## config.mk

```make
export PLATFORM = sky130hd
export DESIGN_NAME = spib_top
export DESIGN_NICKNAME = d
export VERILOG_FILES = /design/src/core/spib_pkg.sv /design/src/core/spib_top.sv
export SDC_FILE = /design/constraint.sdc
export NUM_CORES = 1
export LEC_CHECK = 0
export BUFFER_PORTS_ARGS = -buffer_cell sky130_fd_sc_hd__buf_2
export CORE_ASPECT_RATIO = 1.5
export CORE_MARGIN = 10
export CORE_UTILIZATION = 25
export DETAILED_ROUTE_END_ITERATION = 10
export HOLD_SLACK_MARGIN = 0.08
export SLEW_MARGIN = 20
export SYNTH_ARGS = -nofsm -noshare
export SYNTH_HDL_FRONTEND = slang
export SYNTH_SLANG_ARGS = --single-unit
export TNS_END_PERCENT = 20
```

## constraint.sdc

```tcl
create_clock -name core_clk -period 9.8 [get_ports core_clk]
set_clock_uncertainty 0.05 [all_clocks]
set_input_delay 1.47 -clock core_clk [delete_from_list [all_inputs] [get_ports core_clk]]
set_output_delay 1.47 -clock core_clk [all_outputs]
set_load 0.05 [all_outputs]
```

## src/core/spib_pkg.sv

```systemverilog
/*
  Constants, register map and types of the serial port with its
  interrupt requests and baud generator. Assumes APB with 32-bit data.
*/
package spib_pkg;
  localparam int          ADDR_W     = 17;
  localparam logic [14:0] IDX_CCR    = 15'h7050;
  localparam logic [14:0] IDX_CTL1   = 15'h7051;
  localparam logic [14:0] IDX_HBAUD  = 15'h7052;
  localparam logic [14:0] IDX_LBAUD  = 15'h7053;
  localparam logic [14:0] IDX_CTL2   = 15'h7054;
  localparam logic [14:0] IDX_RXST   = 15'h7055;
  localparam logic [14:0] IDX_RXEMU  = 15'h7056;
  localparam logic [14:0] IDX_RXBUF  = 15'h7057;
  localparam logic [14:0] IDX_TXBUF  = 15'h7059;
  localparam logic [14:0] IDX_PC2    = 15'h705e;
  localparam logic [14:0] IDX_PRI    = 15'h705f;
  localparam int          CCR_STOP2  = 7;
  localparam int          CCR_EVEN   = 6;
  localparam int          CCR_PAREN  = 5;
  localparam int          CTL1_SRSTN = 5;
  localparam int          CTL1_TXENA = 1;
  localparam int          CTL1_RXENA = 0;
  localparam int          CTL1_TXWK  = 3;
  localparam int          CTL2_TRANSMIT_READY_FLAG = 7;
  localparam int          CTL2_EMPTY = 6;
  localparam int          CTL2_RXIE  = 1;
  localparam int          CTL2_TXIE  = 0;
  localparam int          PRI_TX     = 6;
  localparam int          PRI_RX     = 5;
  localparam logic [7:0]  PRI_MASK   = 8'h70;
  localparam logic [7:0]  CTL1_MASK  = 8'h7f;
  localparam logic [7:0]  RST_REG    = 8'h00;
  localparam int          TICKS_BIT  = 8;
  localparam int          ZERO_DIV   = 16;
  localparam logic [15:0] ZERO_LIM   = 16'(ZERO_DIV / TICKS_BIT - 1);
  localparam int          START_TK   = 4;
  localparam int          BREAK_BITS = 10;
  localparam logic [6:0]  BREAK_LIM  = 7'(BREAK_BITS * TICKS_BIT - 1);
  localparam logic [2:0]  SAMP_A     = 3'h3;
  localparam logic [2:0]  SAMP_B     = 3'h4;
  localparam logic [2:0]  SAMP_C     = 3'h5;
  localparam logic [2:0]  TICK_LAST  = 3'(TICKS_BIT - 1);
  typedef enum logic [1:0] {RX_IDLE, RX_START, RX_BITS} spib_rx_t;
  typedef enum logic {TX_IDLE, TX_SHIFT} spib_tx_t;
endpackage

```

## src/core/spib_top.sv

```systemverilog
/*
  Serial port with receive FIFO, baud generator, flags, interrupt requests
  and the APB register file. Assumes rxd is synchronous to core_clk.
*/
`timescale 1ns/1ps
`default_nettype none
module spib_fifo #(
  parameter int W = 8,
  parameter int D = 16
) (
  // Clock and reset.
  input  wire logic         core_clk,
  input  wire logic         rst_n,
  input  wire logic         clr,
  // Filling side.
  input  wire logic         in_valid,
  output logic              in_ready,
  input  wire logic [W-1:0] in_data,
  // Draining side.
  output logic              out_valid,
  input  wire logic         out_ready,
  output logic [W-1:0]      out_data
);
  localparam int AW = $clog2(D);
  initial begin
    if (D < 2 || (1 << AW) != D) $error("fifo depth must be a power of two");
  end
  typedef struct packed {
    logic [D-1:0][W-1:0] mem;
    logic [AW:0]         wp;
    logic [AW:0]         rp;
  } spib_fifo_t;
  spib_fifo_t s_r;
  spib_fifo_t s_nxt;
  logic push;
  logic pop;
  assign in_ready  = (s_r.wp - s_r.rp) != (AW+1)'(D);
  assign out_valid = s_r.wp != s_r.rp;
  assign out_data  = s_r.mem[s_r.rp[AW-1:0]];
  assign push      = in_valid && in_ready;
  assign pop       = out_valid && out_ready;
  always_comb begin
    s_nxt = s_r;
    if (push) begin
      s_nxt.mem[s_r.wp[AW-1:0]] = in_data;
      s_nxt.wp = s_r.wp + 1'b1;
    end
    if (pop) begin
      s_nxt.rp = s_r.rp + 1'b1;
    end
    if (clr) begin
      s_nxt.wp = '0;
      s_nxt.rp = '0;
    end
  end
  always_ff @(posedge core_clk or negedge rst_n) begin
    if (!rst_n) begin
      s_r <= '0;
    end else begin
      s_r <= s_nxt;
    end
  end
endmodule

////////////////////////////////////////////////////////////////////////////////

module spib_top (
  // Clock and reset.
  input  wire logic                       core_clk,
  input  wire logic                       rstn,
  // APB slave.
  input  wire logic                       psel,
  input  wire logic                       penable,
  input  wire logic                       pwrite,
  input  wire logic [spib_pkg::ADDR_W-1:0] paddr,
  input  wire logic [31:0]                pwdata,
  output logic [31:0]                     prdata,
  output logic                            pready,
  output logic                            pslverr,
  // Serial line.
  input  wire logic                       rxd,
  output logic                            txd,
  // Interrupt requests.
  output logic                            rx_irq_req,
  output logic                            tx_irq_req,
  output logic                            irq_level_hi,
  output logic                            irq_hi_is_tx,
  output logic                            irq_level_lo,
  output logic                            irq_lo_is_tx
);
  import spib_pkg::*;
  typedef struct packed {
    logic [7:0]  ccr, ctl1, hbaud, lbaud, pc2, pri, rxbuf, txbuf, rdata;
    logic        rxie, txie, transmit_ready_flag, empty, receive_ready_flag, break_detect_flag, fe, oe, pe;
    logic        txbuf_full, txd, push, rx_par, brk_arm, samp_a, samp_b;
    logic [7:0]  rx_data, rx_hold;
    logic [15:0] baud_cnt;
    spib_rx_t    rx_st;
    logic [2:0]  rx_tick;
    logic [3:0]  rx_bit;
    logic [6:0]  brk_cnt;
    spib_tx_t    tx_st;
    logic [2:0]  tx_tick;
    logic [3:0]  tx_left;
    logic [11:0] tx_frame;
  } spib_state_t;
  spib_state_t s_r;
  spib_state_t s_nxt;
  logic [1:0]  rst_sync_r;
  logic        rst_n;
  logic [15:0] baud_divisor;
  logic        tick;
  logic        wr;
  logic        rd;
  logic        mapped;
  logic [14:0] idx;
  logic        swrst;
  logic        load_rx;
  logic        load_tx;
  logic        fifo_ready;
  logic        fifo_valid;
  logic [7:0]  fifo_data;
  logic [3:0]  nbits;
  logic        bitval;

  ////////////////////////////////////////////////////////////////////////////
  // Reset release through two flip-flops.
  always_ff @(posedge core_clk or negedge rstn) begin
    if (!rstn) begin
      rst_sync_r <= 2'h0;
    end else begin
      rst_sync_r <= {rst_sync_r[0], 1'b1};
    end
  end
  assign rst_n = rst_sync_r[1];

  ////////////////////////////////////////////////////////////////////////////
  // Bus decode. Every access ends in its first access cycle.
  assign idx     = paddr[ADDR_W-1:2];
  assign mapped  = paddr[1:0] == 2'h0 && (idx inside {IDX_CCR, IDX_CTL1, IDX_HBAUD,
                   IDX_LBAUD, IDX_CTL2, IDX_RXST, IDX_RXEMU, IDX_RXBUF, IDX_TXBUF,
                   IDX_PC2, IDX_PRI});
  assign wr      = psel && penable && pwrite && mapped;
  assign rd      = psel && penable && !pwrite && mapped;
  assign pready  = 1'b1;
  assign pslverr = psel && penable && !mapped;
  assign prdata  = {24'h0, s_r.rdata};
  assign swrst   = !s_r.ctl1[CTL1_SRSTN];
  assign baud_divisor     = {s_r.hbaud, s_r.lbaud};
  // A divisor of zero would otherwise tick every cycle; it is pinned to /16.
  // A divisor lowered below the running count must not wait for a 16-bit wrap.
  assign tick    = s_r.baud_cnt >= ((baud_divisor == 16'h0) ? ZERO_LIM : baud_divisor);
  assign nbits   = {1'b0, s_r.ccr[2:0]} + 4'h1;
  assign bitval  = (s_r.samp_a & s_r.samp_b) | (rxd & (s_r.samp_a | s_r.samp_b));
  assign load_rx = fifo_valid && !s_r.receive_ready_flag && !swrst;
  assign load_tx = s_r.tx_st == TX_IDLE && s_r.txbuf_full && s_r.ctl1[CTL1_TXENA] && !swrst;

  spib_fifo #(.W(8), .D(16)) u_rx_fifo (
    .core_clk  (core_clk),
    .rst_n     (rst_n),
    .clr       (swrst),
    .in_valid  (s_r.push),
    .in_ready  (fifo_ready),
    .in_data   (s_r.rx_hold),
    .out_valid (fifo_valid),
    .out_ready (load_rx),
    .out_data  (fifo_data)
  );

  ////////////////////////////////////////////////////////////////////////////
  always_comb begin
    s_nxt      = s_r;
    s_nxt.push = 1'b0;
    s_nxt.baud_cnt = tick ? 16'h0 : s_r.baud_cnt + 16'h1;
    // Read data is captured in the setup cycle, so the answer is registered.
    if (psel && !penable) begin
      unique case (idx)
        IDX_CCR:   s_nxt.rdata = s_r.ccr;
        IDX_CTL1:  s_nxt.rdata = s_r.ctl1;
        IDX_HBAUD: s_nxt.rdata = s_r.hbaud;
        IDX_LBAUD: s_nxt.rdata = s_r.lbaud;
        IDX_CTL2:  s_nxt.rdata = {s_r.transmit_ready_flag, s_r.empty, 4'h0, s_r.rxie, s_r.txie};
        IDX_RXST:  s_nxt.rdata = {s_r.pe | s_r.oe | s_r.fe | s_r.break_detect_flag, s_r.receive_ready_flag,
                                  s_r.break_detect_flag, s_r.fe, s_r.oe, s_r.pe, 2'h0};
        IDX_RXEMU: s_nxt.rdata = s_r.rxbuf;
        IDX_RXBUF: s_nxt.rdata = s_r.rxbuf;
        IDX_PC2:   s_nxt.rdata = s_r.pc2;
        IDX_PRI:   s_nxt.rdata = s_r.pri;
        default:   s_nxt.rdata = 8'h0;
      endcase
    end
    if (rd && idx == IDX_RXBUF) begin
      s_nxt.receive_ready_flag = 1'b0;
    end
    if (wr) begin
      unique case (idx)
        IDX_CCR:   s_nxt.ccr = pwdata[7:0];
        IDX_CTL1:  s_nxt.ctl1 = pwdata[7:0] & CTL1_MASK;
        IDX_HBAUD: s_nxt.hbaud = pwdata[7:0];
        IDX_LBAUD: s_nxt.lbaud = pwdata[7:0];
        IDX_CTL2: begin
          s_nxt.rxie = pwdata[CTL2_RXIE];
          s_nxt.txie = pwdata[CTL2_TXIE];
        end
        IDX_PC2:   s_nxt.pc2 = pwdata[7:0];
        IDX_PRI:   s_nxt.pri = pwdata[7:0] & PRI_MASK;
        default:   s_nxt.rdata = s_r.rdata;
      endcase
    end
    // Receive buffer loads from the FIFO head.
    if (load_rx) begin
      s_nxt.rxbuf = fifo_data;
      s_nxt.receive_ready_flag = 1'b1;
    end
    // Receiver.
    if (tick) begin
      s_nxt.rx_tick = s_r.rx_tick + 3'h1;
      unique case (s_r.rx_st)
        RX_IDLE: begin
          s_nxt.rx_tick = 3'h1;
          if (!rxd && s_r.ctl1[CTL1_RXENA]) begin
            s_nxt.rx_st = RX_START;
          end
        end
        RX_START: begin
          // The start bit is judged on its first ticks and then waited out, so
          // no data sample falls inside it.
          if (rxd && s_r.rx_tick < 3'(START_TK)) begin
            s_nxt.rx_st = RX_IDLE;
          end else if (s_r.rx_tick == TICK_LAST) begin
            s_nxt.rx_st   = RX_BITS;
            s_nxt.rx_tick = 3'h0;
            s_nxt.rx_bit  = 4'h0;
            s_nxt.rx_data = 8'h0;
            s_nxt.rx_par  = 1'b0;
          end
        end
        RX_BITS: begin
          if (s_r.rx_tick == SAMP_A) s_nxt.samp_a = rxd;
          if (s_r.rx_tick == SAMP_B) s_nxt.samp_b = rxd;
          if (s_r.rx_tick == SAMP_C) begin
            s_nxt.rx_bit = s_r.rx_bit + 4'h1;
            if (s_r.rx_bit < nbits) begin
              s_nxt.rx_data[s_r.rx_bit[2:0]] = bitval;
              s_nxt.rx_par = s_r.rx_par ^ bitval;
            end else if (s_r.rx_bit == nbits && s_r.ccr[CCR_PAREN]) begin
              s_nxt.pe = s_r.pe | (s_r.rx_par ^ bitval ^ !s_r.ccr[CCR_EVEN]);
            end else begin
              // The receiver checks one stop bit only.
              s_nxt.rx_st   = RX_IDLE;
              s_nxt.fe      = s_r.fe | !bitval;
              s_nxt.brk_arm = 1'b1;
              s_nxt.push    = 1'b1;
              s_nxt.rx_hold = s_r.rx_data;
            end
          end
        end
      endcase
      // Break watch runs beside the receiver.
      // The arm survives the high stop bit; a frame's own low run is too short to trip it, except 8 zero data bits under even parity.
      if (rxd) begin
        s_nxt.brk_cnt = 7'h0;
      end else if (s_r.brk_arm) begin
        if (s_r.brk_cnt != BREAK_LIM) begin
          s_nxt.brk_cnt = s_r.brk_cnt + 7'h1;
        end else begin
          s_nxt.break_detect_flag = 1'b1;
        end
      end
    end
    // A character that finds the FIFO full is lost and flagged.
    if (s_r.push && !fifo_ready) begin
      s_nxt.oe = 1'b1;
    end
    // Transmitter.
    if (load_tx) begin
      s_nxt.tx_st    = TX_SHIFT;
      s_nxt.txbuf_full = 1'b0;
      s_nxt.transmit_ready_flag    = 1'b1;
      s_nxt.tx_tick  = 3'h0;
      s_nxt.tx_frame = 12'hfff;
      s_nxt.tx_frame[0] = 1'b0;
      for (int i = 0; i < 8; i++) begin
        if (i < int'(nbits)) s_nxt.tx_frame[i + 1] = s_r.txbuf[i];
      end
      if (s_r.ccr[CCR_PAREN]) begin
        s_nxt.tx_frame[nbits + 4'h1] = ^(s_r.txbuf & ~(8'hff << nbits)) ^ !s_r.ccr[CCR_EVEN];
      end
      s_nxt.tx_left = nbits + 4'h2 + {3'h0, s_r.ccr[CCR_PAREN]} + {3'h0, s_r.ccr[CCR_STOP2]};
    end else if (s_r.tx_st == TX_SHIFT && tick) begin
      s_nxt.tx_tick = s_r.tx_tick + 3'h1;
      if (s_r.tx_tick == TICK_LAST) begin
        s_nxt.tx_frame = {1'b1, s_r.tx_frame[11:1]};
        s_nxt.tx_left  = s_r.tx_left - 4'h1;
        if (s_r.tx_left == 4'h1) begin
          s_nxt.tx_st = TX_IDLE;
          s_nxt.empty = !s_r.txbuf_full;
        end
      end
    end
    s_nxt.txd = (s_nxt.tx_st == TX_SHIFT) ? s_nxt.tx_frame[0] : 1'b1;
    // A write in the load cycle refills the buffer, so the write wins there.
    if (wr && idx == IDX_TXBUF) begin
      s_nxt.txbuf      = pwdata[7:0];
      s_nxt.txbuf_full = 1'b1;
      s_nxt.transmit_ready_flag      = 1'b0;
      s_nxt.empty      = 1'b0;
    end
    // Software reset holds state machines and flags, never the configuration.
    if (swrst) begin
      s_nxt.rx_st = RX_IDLE;
      s_nxt.tx_st = TX_IDLE;
      s_nxt.txd   = 1'b1;
      s_nxt.transmit_ready_flag = 1'b1;
      s_nxt.empty = 1'b1;
      s_nxt.txbuf_full = 1'b0;
      {s_nxt.receive_ready_flag, s_nxt.break_detect_flag, s_nxt.fe, s_nxt.oe, s_nxt.pe} = 5'h0;
      {s_nxt.brk_arm, s_nxt.brk_cnt, s_nxt.push} = 9'h0;
    end
  end

  always_ff @(posedge core_clk or negedge rst_n) begin
    if (!rst_n) begin
      s_r       <= '0;
      s_r.transmit_ready_flag <= 1'b1;
      s_r.empty <= 1'b1;
      s_r.txd   <= 1'b1;
      s_r.ctl1  <= RST_REG;
    end else begin
      s_r <= s_nxt;
    end
  end

  ////////////////////////////////////////////////////////////////////////////
  // Interrupt requests; priority bit set sends a request to the low level.
  assign txd          = s_r.txd;
  assign rx_irq_req   = (s_r.receive_ready_flag | s_r.break_detect_flag) & s_r.rxie;
  assign tx_irq_req   = s_r.transmit_ready_flag & s_r.txie;
  assign irq_level_hi = (rx_irq_req & !s_r.pri[PRI_RX]) | (tx_irq_req & !s_r.pri[PRI_TX]);
  assign irq_level_lo = (rx_irq_req & s_r.pri[PRI_RX]) | (tx_irq_req & s_r.pri[PRI_TX]);
  assign irq_hi_is_tx = !(rx_irq_req & !s_r.pri[PRI_RX]) & tx_irq_req & !s_r.pri[PRI_TX];
  assign irq_lo_is_tx = !(rx_irq_req & s_r.pri[PRI_RX]) & tx_irq_req & s_r.pri[PRI_TX];

  ////////////////////////////////////////////////////////////////////////////
  // Checks. The gap counter measures cycles between baud ticks.
  logic [16:0] gap_r;
  logic        brr_chg_r;
  always_ff @(posedge core_clk or negedge rst_n) begin
    if (!rst_n) begin
      gap_r     <= 17'h0;
      brr_chg_r <= 1'b1;
    end else begin
      gap_r     <= tick ? 17'h0 : gap_r + 17'h1;
      brr_chg_r <= (brr_chg_r && !tick) || baud_divisor != {s_nxt.hbaud, s_nxt.lbaud};
    end
  end
endmodule
`default_nettype wire

```

==> impl_metrics.toml, run 1 <==
[synthesis]
syn_avg_cell_area_um2 = 11.7
ys_top_cells_by_area = "dfrtp_1 (48%), mux2_2 (13%), mux4_2 (6.0%)"
synth_area_mm2 = 0.0149
synth_edf_count = 0
yosys.area.top_type_share_pct = 48.2
ys_warn_count = 0
synth_cell_types = 77
ys_seq_area_share_pct = 48.7
synthesis.instances = 1272
synth_area_leader_cell = "dfrtp_1"
async_flop_share_pct = 100
synth_flop_cell = "dfrtp_1"
synth-seq-cells = 290

[route]
vias = 9903
wirelength_um = 37100
dr.pass1.iters = 5
ant_nets = 0
drc = 0
vias_per_cell = 4.74
drt_iter0_drc = 590
routedWlPerCell_um = 17.7

[final_layout]
final_util_pct = 28.5
mostFrequentLayoutCell = "dfrtp_1"
n_antenna_cell = 0
syn_to_final_growth_pct = 13.0
mostFrequentLayoutCells = "dfrtp_1 (285), mux2_2 (173), nand2_1 (86), nor2_1 (76), o21ai_0 (61)"
final.fill_count = 6049
nets = 1402
final_layout_size_suffix_gt1_share_pct = 27.0
design_area_mm2 = 0.0168

[setup_path]
worst-r2r-setup-slack_ns = 5.96
critPathKind = "input port to primary output"
rr_startpoint = "s_r[148]"
cp_max_fo = 6
cp.arrival_ns = 2.88
r2r-end = "s_r[63]"
start_kind = "input port"
worstRegToRegCells = 12
endpoint_kind = "primary output"
required_ns = 8.28

[clock_network]
cts-root-buf = "clkbuf_16"
h-tree-depth = 1
numClockSinks = 290
clk_path_buf_depth = 3
clk_pin_slew_ns = 0.06
cts_setup_buffers = 0
cts_tree = "built"
cts_buffers = 31
hold_buffers = 0
cts_resized = 0
clkLatencyLatePin_ns = 0.58

[power_and_ir_drop]
power.density_mw_per_mm2 = 147
peakVddDrop_v = 0.000127
p_leak_nw = 7.86
totalPowerFinal_mw = 2.47

[timing]
min_period_over_period_pct = 44.9
worstMarginPinSlew_ns = 0.935
finalMaxSlewViolations = 0
fmax_mhz = 227
setup_tns_ns = 0
post-route-min-period_ns = 4.40
slew_headroom_pct = 37.7
hold_violations = 0
setup_violations = 0
layout_setup_ws_ns = 5.40
grt_setup_unrepaired = "no"

[global_route]
gr-total-overflow = 0
grt_max_degree = 164
grt_use_total_pct = 10.4
antenna_found_initial = 0
grt_pass1_vias = 10299
grt_pass1_wl_um = 58700

[floorplanning]
ios = 96
num_rows = 109
core_area_mm2 = 0.0591
die_area_mm2 = 0.0700
die_w_um = 219
initial_core_util_pct = 25.2
fp.dieH_um = 319

[hold_path]
min_path_cells = 0
holdPathEnd = "rst_sync_r[1]"
min_from = "rst_sync_r[0]"
hold_class = "register to register"

[status]
outcome = "completed"

[placement]
portBuffers = 46
globalplace.congestion = 0.840
place_hpwl_um = 26800
postPlaceCellArea_mm2 = 0.0158
place_ws_ns = 5.40

[flow_run]
maxCapViolations = 0
power breakdown:
group | total [mW] | switching [mW] | internal (mW)
Clock | 1.20 | 0.480 | 0.717
Sequential | 1.20 | 0.00531 | 1.20
Combinational | 0.0658 | 0.0556 | 0.0102
critical path, cell delays in order:
cell and delay (ns):
buf_2 0.09, nand4b_1 0.18, nor4_2 0.43, nand3_1 0.25, nor3_1 0.18, nor2_1 0.06, buf_2 0.21
synth_stat cells, types with 4 or more instances:
library cell,number
nor2b_1,11
a21o_1,11
and2_1,6
xor2_1,17
nand4_1,13
o41ai_1,6
nand2_2,12
a21oi_1,36
a221o_1,6
a22oi_1,22
o21ai_1,4
nand2b_1,10
or3_1,6
or2_2,5
nand2_1,86
xnor2_1,17
mux4_2,40
nor2_1,76
o22ai_1,5
nor4_1,6
nor3_1,17
o21ai_0,61
mux2_1,7
dfrtp_1,287
and2_0,4
inv_1,53
a41oi_1,4
buf_4,34
ha_1,53
nand3b_1,4
a31oi_1,19
buf_1,4
mux2i_1,7
and3_1,9
clkbuf_1,43
nand3_1,26
a221oi_1,5
buf_2,8
mux2_2,173
registers in the layout, summed over array words and instances (netlist names):
signal	cells
baud_divisor	16
prdata	8
s_r	125
u_rx_fifo.s_r	138
rst_sync_r	2
txd	1
cells by family after synthesis:
| family | Yosys count | share of synthesized area, % |
|---|---|---|
| xor gates and xnor gates | 36 | 2.26 |
| adders and majority gates | 55 | 4.65 |
| buffers and inverters | 146 | 4.65 |
| other | 2 | 0.0504 |
| AOI/OAI and AO/OA | 206 | 8.98 |
| DFF | 290 | 48.7 |
| and+or+nand+nor | 310 | 10.6 |
| muxes | 227 | 20.1 |
final cells by class:
type | count | area, um2 | area share (%)
sequential | 290 | 7270 | 43.1
multi-input combinational | 860 | 7050 | 41.9
tap | 777 | 972 | 5.77
clock buffer | 45 | 908 | 5.39
timing repair buffer | 54 | 303 | 1.80
inverter | 56 | 210 | 1.25
clock inverter | 8 | 130 | 0.773
how the worst max path moves through the flow:
stage | start | end | slack, ns | cells past startpoint
final | paddr[12] | pslverr | 5.40 | 7
after global routing | paddr[12] | pslverr | 5.26 | 7
after CTS | paddr[12] | pslverr | 5.39 | 7
after detailed placement | paddr[12] | pslverr | 5.40 | 7
after global placement | paddr[12] | pslverr | 5.41 | 7
after floorplan | rst_sync_r[1] | baud_divisor[0] | 1.07 | 0
routing by layer:
layer / part of all wire (%) / track usage (%) / up-vias
li1: - / - / 4556
met1: 39 / 11.7 / 5060
met2: 53 / 19.2 / 213
met3: 3.6 / 1.28 / 74
met4: 4.0 / 4.35 / 0
met5: 0 / 0 / -
through the flow:
step	cells	hold WS (ns)
floorplan	1296	0.281
global placement	2037	0.284
detailed placement	2037	0.290
CTS	2090	0.304
global route	2090	0.311
finish	2090	0.303
Note: power is estimated with default switching activity, not from simulation.
==> inputs of run 2 (changes only) <==
- ABC_AREA: unset -> 1
- clock period: 9.8 -> 3.75 ns (I/O delays scaled with it)
==> run 2 against run 1 <==
Sequential share of layout area is 3.1 points lower. Die area is 7.5% higher. Synthesized cell count is 66% higher. Critical path type unchanged.
==> impl_metrics.toml, run 2 <==
[status]
outcome = "completed"

[synthesis]
ys_top_cells_by_area = "dfrtp_1 (45%), nand2_1 (15%), nand3_1 (7.0%)"
syn_avg_cell_area_um2 = 7.64
synthesis.instances = 2111
synth_flop_cell = "dfrtp_1"
synthTopCellsByCount = "nand2_1 (655), dfrtp_1 (287), nand3_1 (227)"
yosys.area.top_type_share_pct = 44.5
ys_warn_count = 0
yosysMostFrequentCell = "nand2_1"
async_flop_share_pct = 100
synth_cell_types = 53
ys_seq_area_share_pct = 45.0
synth_edf_count = 0
synth_area_mm2 = 0.0161
synth-seq-cells = 290
synth_area_leader_cell = "dfrtp_1"

[clock_network]
clk_path_buf_depth = 3
cts-root-buf = "clkbuf_16"
cts_tree = "built"
cts_buffers = 31
h-tree-depth = 1
clkLatencyLatePin_ns = 0.58
cts_resized = 0
clk_pin_slew_ns = 0.06
numClockSinks = 290
hold_buffers = 1
cts_setup_buffers = 0

[route]
dr.max_layer_used = "met4"
wirelength_um = 47400
ant_nets = 0
drt_iter0_drc = 1003
wl_met3_um = 1980
drt-met1-wl_um = 19000
vias = 13964
routedWlPerCell_um = 16.1
vias_per_cell = 4.73
drc = 0
dr_wl_met2_um = 24700
dr.pass1.iters = 5

[timing]
worstMarginPinSlew_ns = 0.985
post-route-min-period_ns = 3.13
fmax_mhz = 319
min_period_over_period_pct = 83.5
setup_violations = 0
grt_setup_unrepaired = "no"
hold_violations = 0
finalMaxSlewViolations = 0
slew_headroom_pct = 34.3
setup_tns_ns = 0

[hold_path]
hold_class = "input port to register"
min_path_cells = 3

[final_layout]
mostFrequentLayoutCells = "nand2_1 (655), dfrtp_1 (285), nand3_1 (226), inv_1 (175), nor2_1 (160)"
largest_reg_flops = 138
final.fill_count = 7007
final_layout_size_suffix_gt1_share_pct = 8.68
regMostFlops = "u_rx_fifo.s_r"
syn_to_final_growth_pct = 12.4
nets = 2230
mostFrequentLayoutCell = "nand2_1"
n_antenna_cell = 0

[floorplanning]
ios = 96
die_area_mm2 = 0.0753
die_w_um = 227
core_area_mm2 = 0.0642
initial_core_util_pct = 25.1
fp.dieH_um = 331
num_rows = 114

[setup_path]
critPathKind = "input port to primary output"
required_ns = 3.14
start_kind = "input port"
endpoint_kind = "primary output"
worstRegToRegCells = 20
cp_max_fo = 11
cp.arrival_ns = 2.52

[placement]
globalplace.congestion = 0.868
portBuffers = 46
place_hpwl_um = 34000

[global_route]
grt_pass1_vias = 13501
grt_use_total_pct = 12.4
antenna_found_initial = 0
gr-total-overflow = 0
grt_pass1_wl_um = 75000
grt_max_degree = 127

[flow_run]
maxCapViolations = 0

[power_and_ir_drop]
p_leak_nw = 8.96
switching_share_pct = 22.3
clkPwrFrac_pct = 49.8
share_seq_of_total_power_pct = 47.3
p_int_mw = 5.14
peakVddDrop_v = 0.000348
comb_power_share_pct = 2.9
netSwitchingPower_mw = 1.48
power.density_mw_per_mm2 = 365
totalPowerFinal_mw = 6.62
run 2: cell types whose count changed in the layout (fill, tap and decap cells not counted), moves of 15 or more:
| cell | previous run | this run |
|---|---|---|
| a22oi_1 | 22 | 2 |
| a31oi_1 | 19 | 4 |
| inv_1 | 53 | 175 |
| mux2_2 | 173 | 0 |
| mux4_2 | 40 | 0 |
| nand2_1 | 86 | 655 |
| nand3_1 | 26 | 226 |
| nor2_1 | 76 | 160 |
| nor2_2 | 0 | 24 |
| nor3_1 | 17 | 35 |
| o21ai_0 | 61 | 131 |
| o21ai_1 | 4 | 44 |
| o221ai_1 | 1 | 23 |
run 2: power groups by stage:
stage	clock [mW]	combinational, mW	sequential, mW
after floorplan	0	0.107	3.23
after global placement	0	0.196	3.19
final	3.30	0.192	3.13
after detailed placement	0	0.196	3.19
after CTS	3.37	0.197	3.13
after global routing	3.50	0.212	3.13
run 2: routing by layer:
| metal | vias to the layer above | GRT usage [%] |
|---|---|---|
| li1 | 6850 | - |
| met1 | 6699 | 14.3 |
| met2 | 326 | 22.8 |
| met3 | 89 | 1.31 |
| met4 | 0 | 4.85 |
| met5 | - | 0 |
run 2: kinds of logic (layout without fill, tap and decap cells):
logic type	Yosys count	count (layout)	share of synthesized area [%]
AOI/OAI and AO/OA	283	283	10.1
DFF	290	290	45.0
other	2	26	0.0466
and+or+nand+nor	1159	1159	31.1
xor gates and xnor gates	17	17	0.923
adders and majority gates	54	54	4.24
buffers and inverters	306	314	8.52
run 2: critical path, cell delays in order:
cell and delay, ns:
buf_2 0.11, nor2_1 0.10, nand2_1 0.06, nor2_1 0.66, nand2_1 0.27, nand2_1 0.13
nor2_1 0.07, nand3_4 0.19, a21oi_1 0.13, buf_2 0.24
run 2: metrics by stage:
stage	instances	hold WS [ns]	setup WS [ns]	area, um2	utilization, %
after floorplan	2135	0.217	0.811	16200	-
after global placement	2899	0.281	0.624	17000	26.5
after detailed placement	2899	0.295	0.622	17000	26.5
after CTS	2955	0.157	0.614	18100	28.2
after global routing	2955	0.185	0.407	18100	28.2
final	2955	0.181	0.617	18100	28.2
run 2: cell type report:
type | instances | area, um2 | area share (%)
Clock buffer | 43 | 891 | 4.91
Clock inverter | 12 | 194 | 1.07
Inverter | 187 | 702 | 3.87
Multi-Input combinational cell | 1539 | 7590 | 41.8
Sequential cell | 290 | 7270 | 40.1
Tap cell | 812 | 1020 | 5.60
Timing Repair Buffer | 72 | 478 | 2.64
run 2: path summary, 6_finish.rpt:
kind	endpoint	start	slack, ns
max	pslverr	paddr[13]	0.62
min	s_r[82]	pwdata[0]	0.18
max reg2reg	s_r[11]	baud_divisor[1]	0.70
min reg2reg	rst_sync_r[1]	rst_sync_r[0]	0.31
max in group asynchronous	u_rx_fifo.s_r[61]	rst_sync_r[1]	2.52
min in group asynchronous	rst_sync_r[0]	rstn	0.25
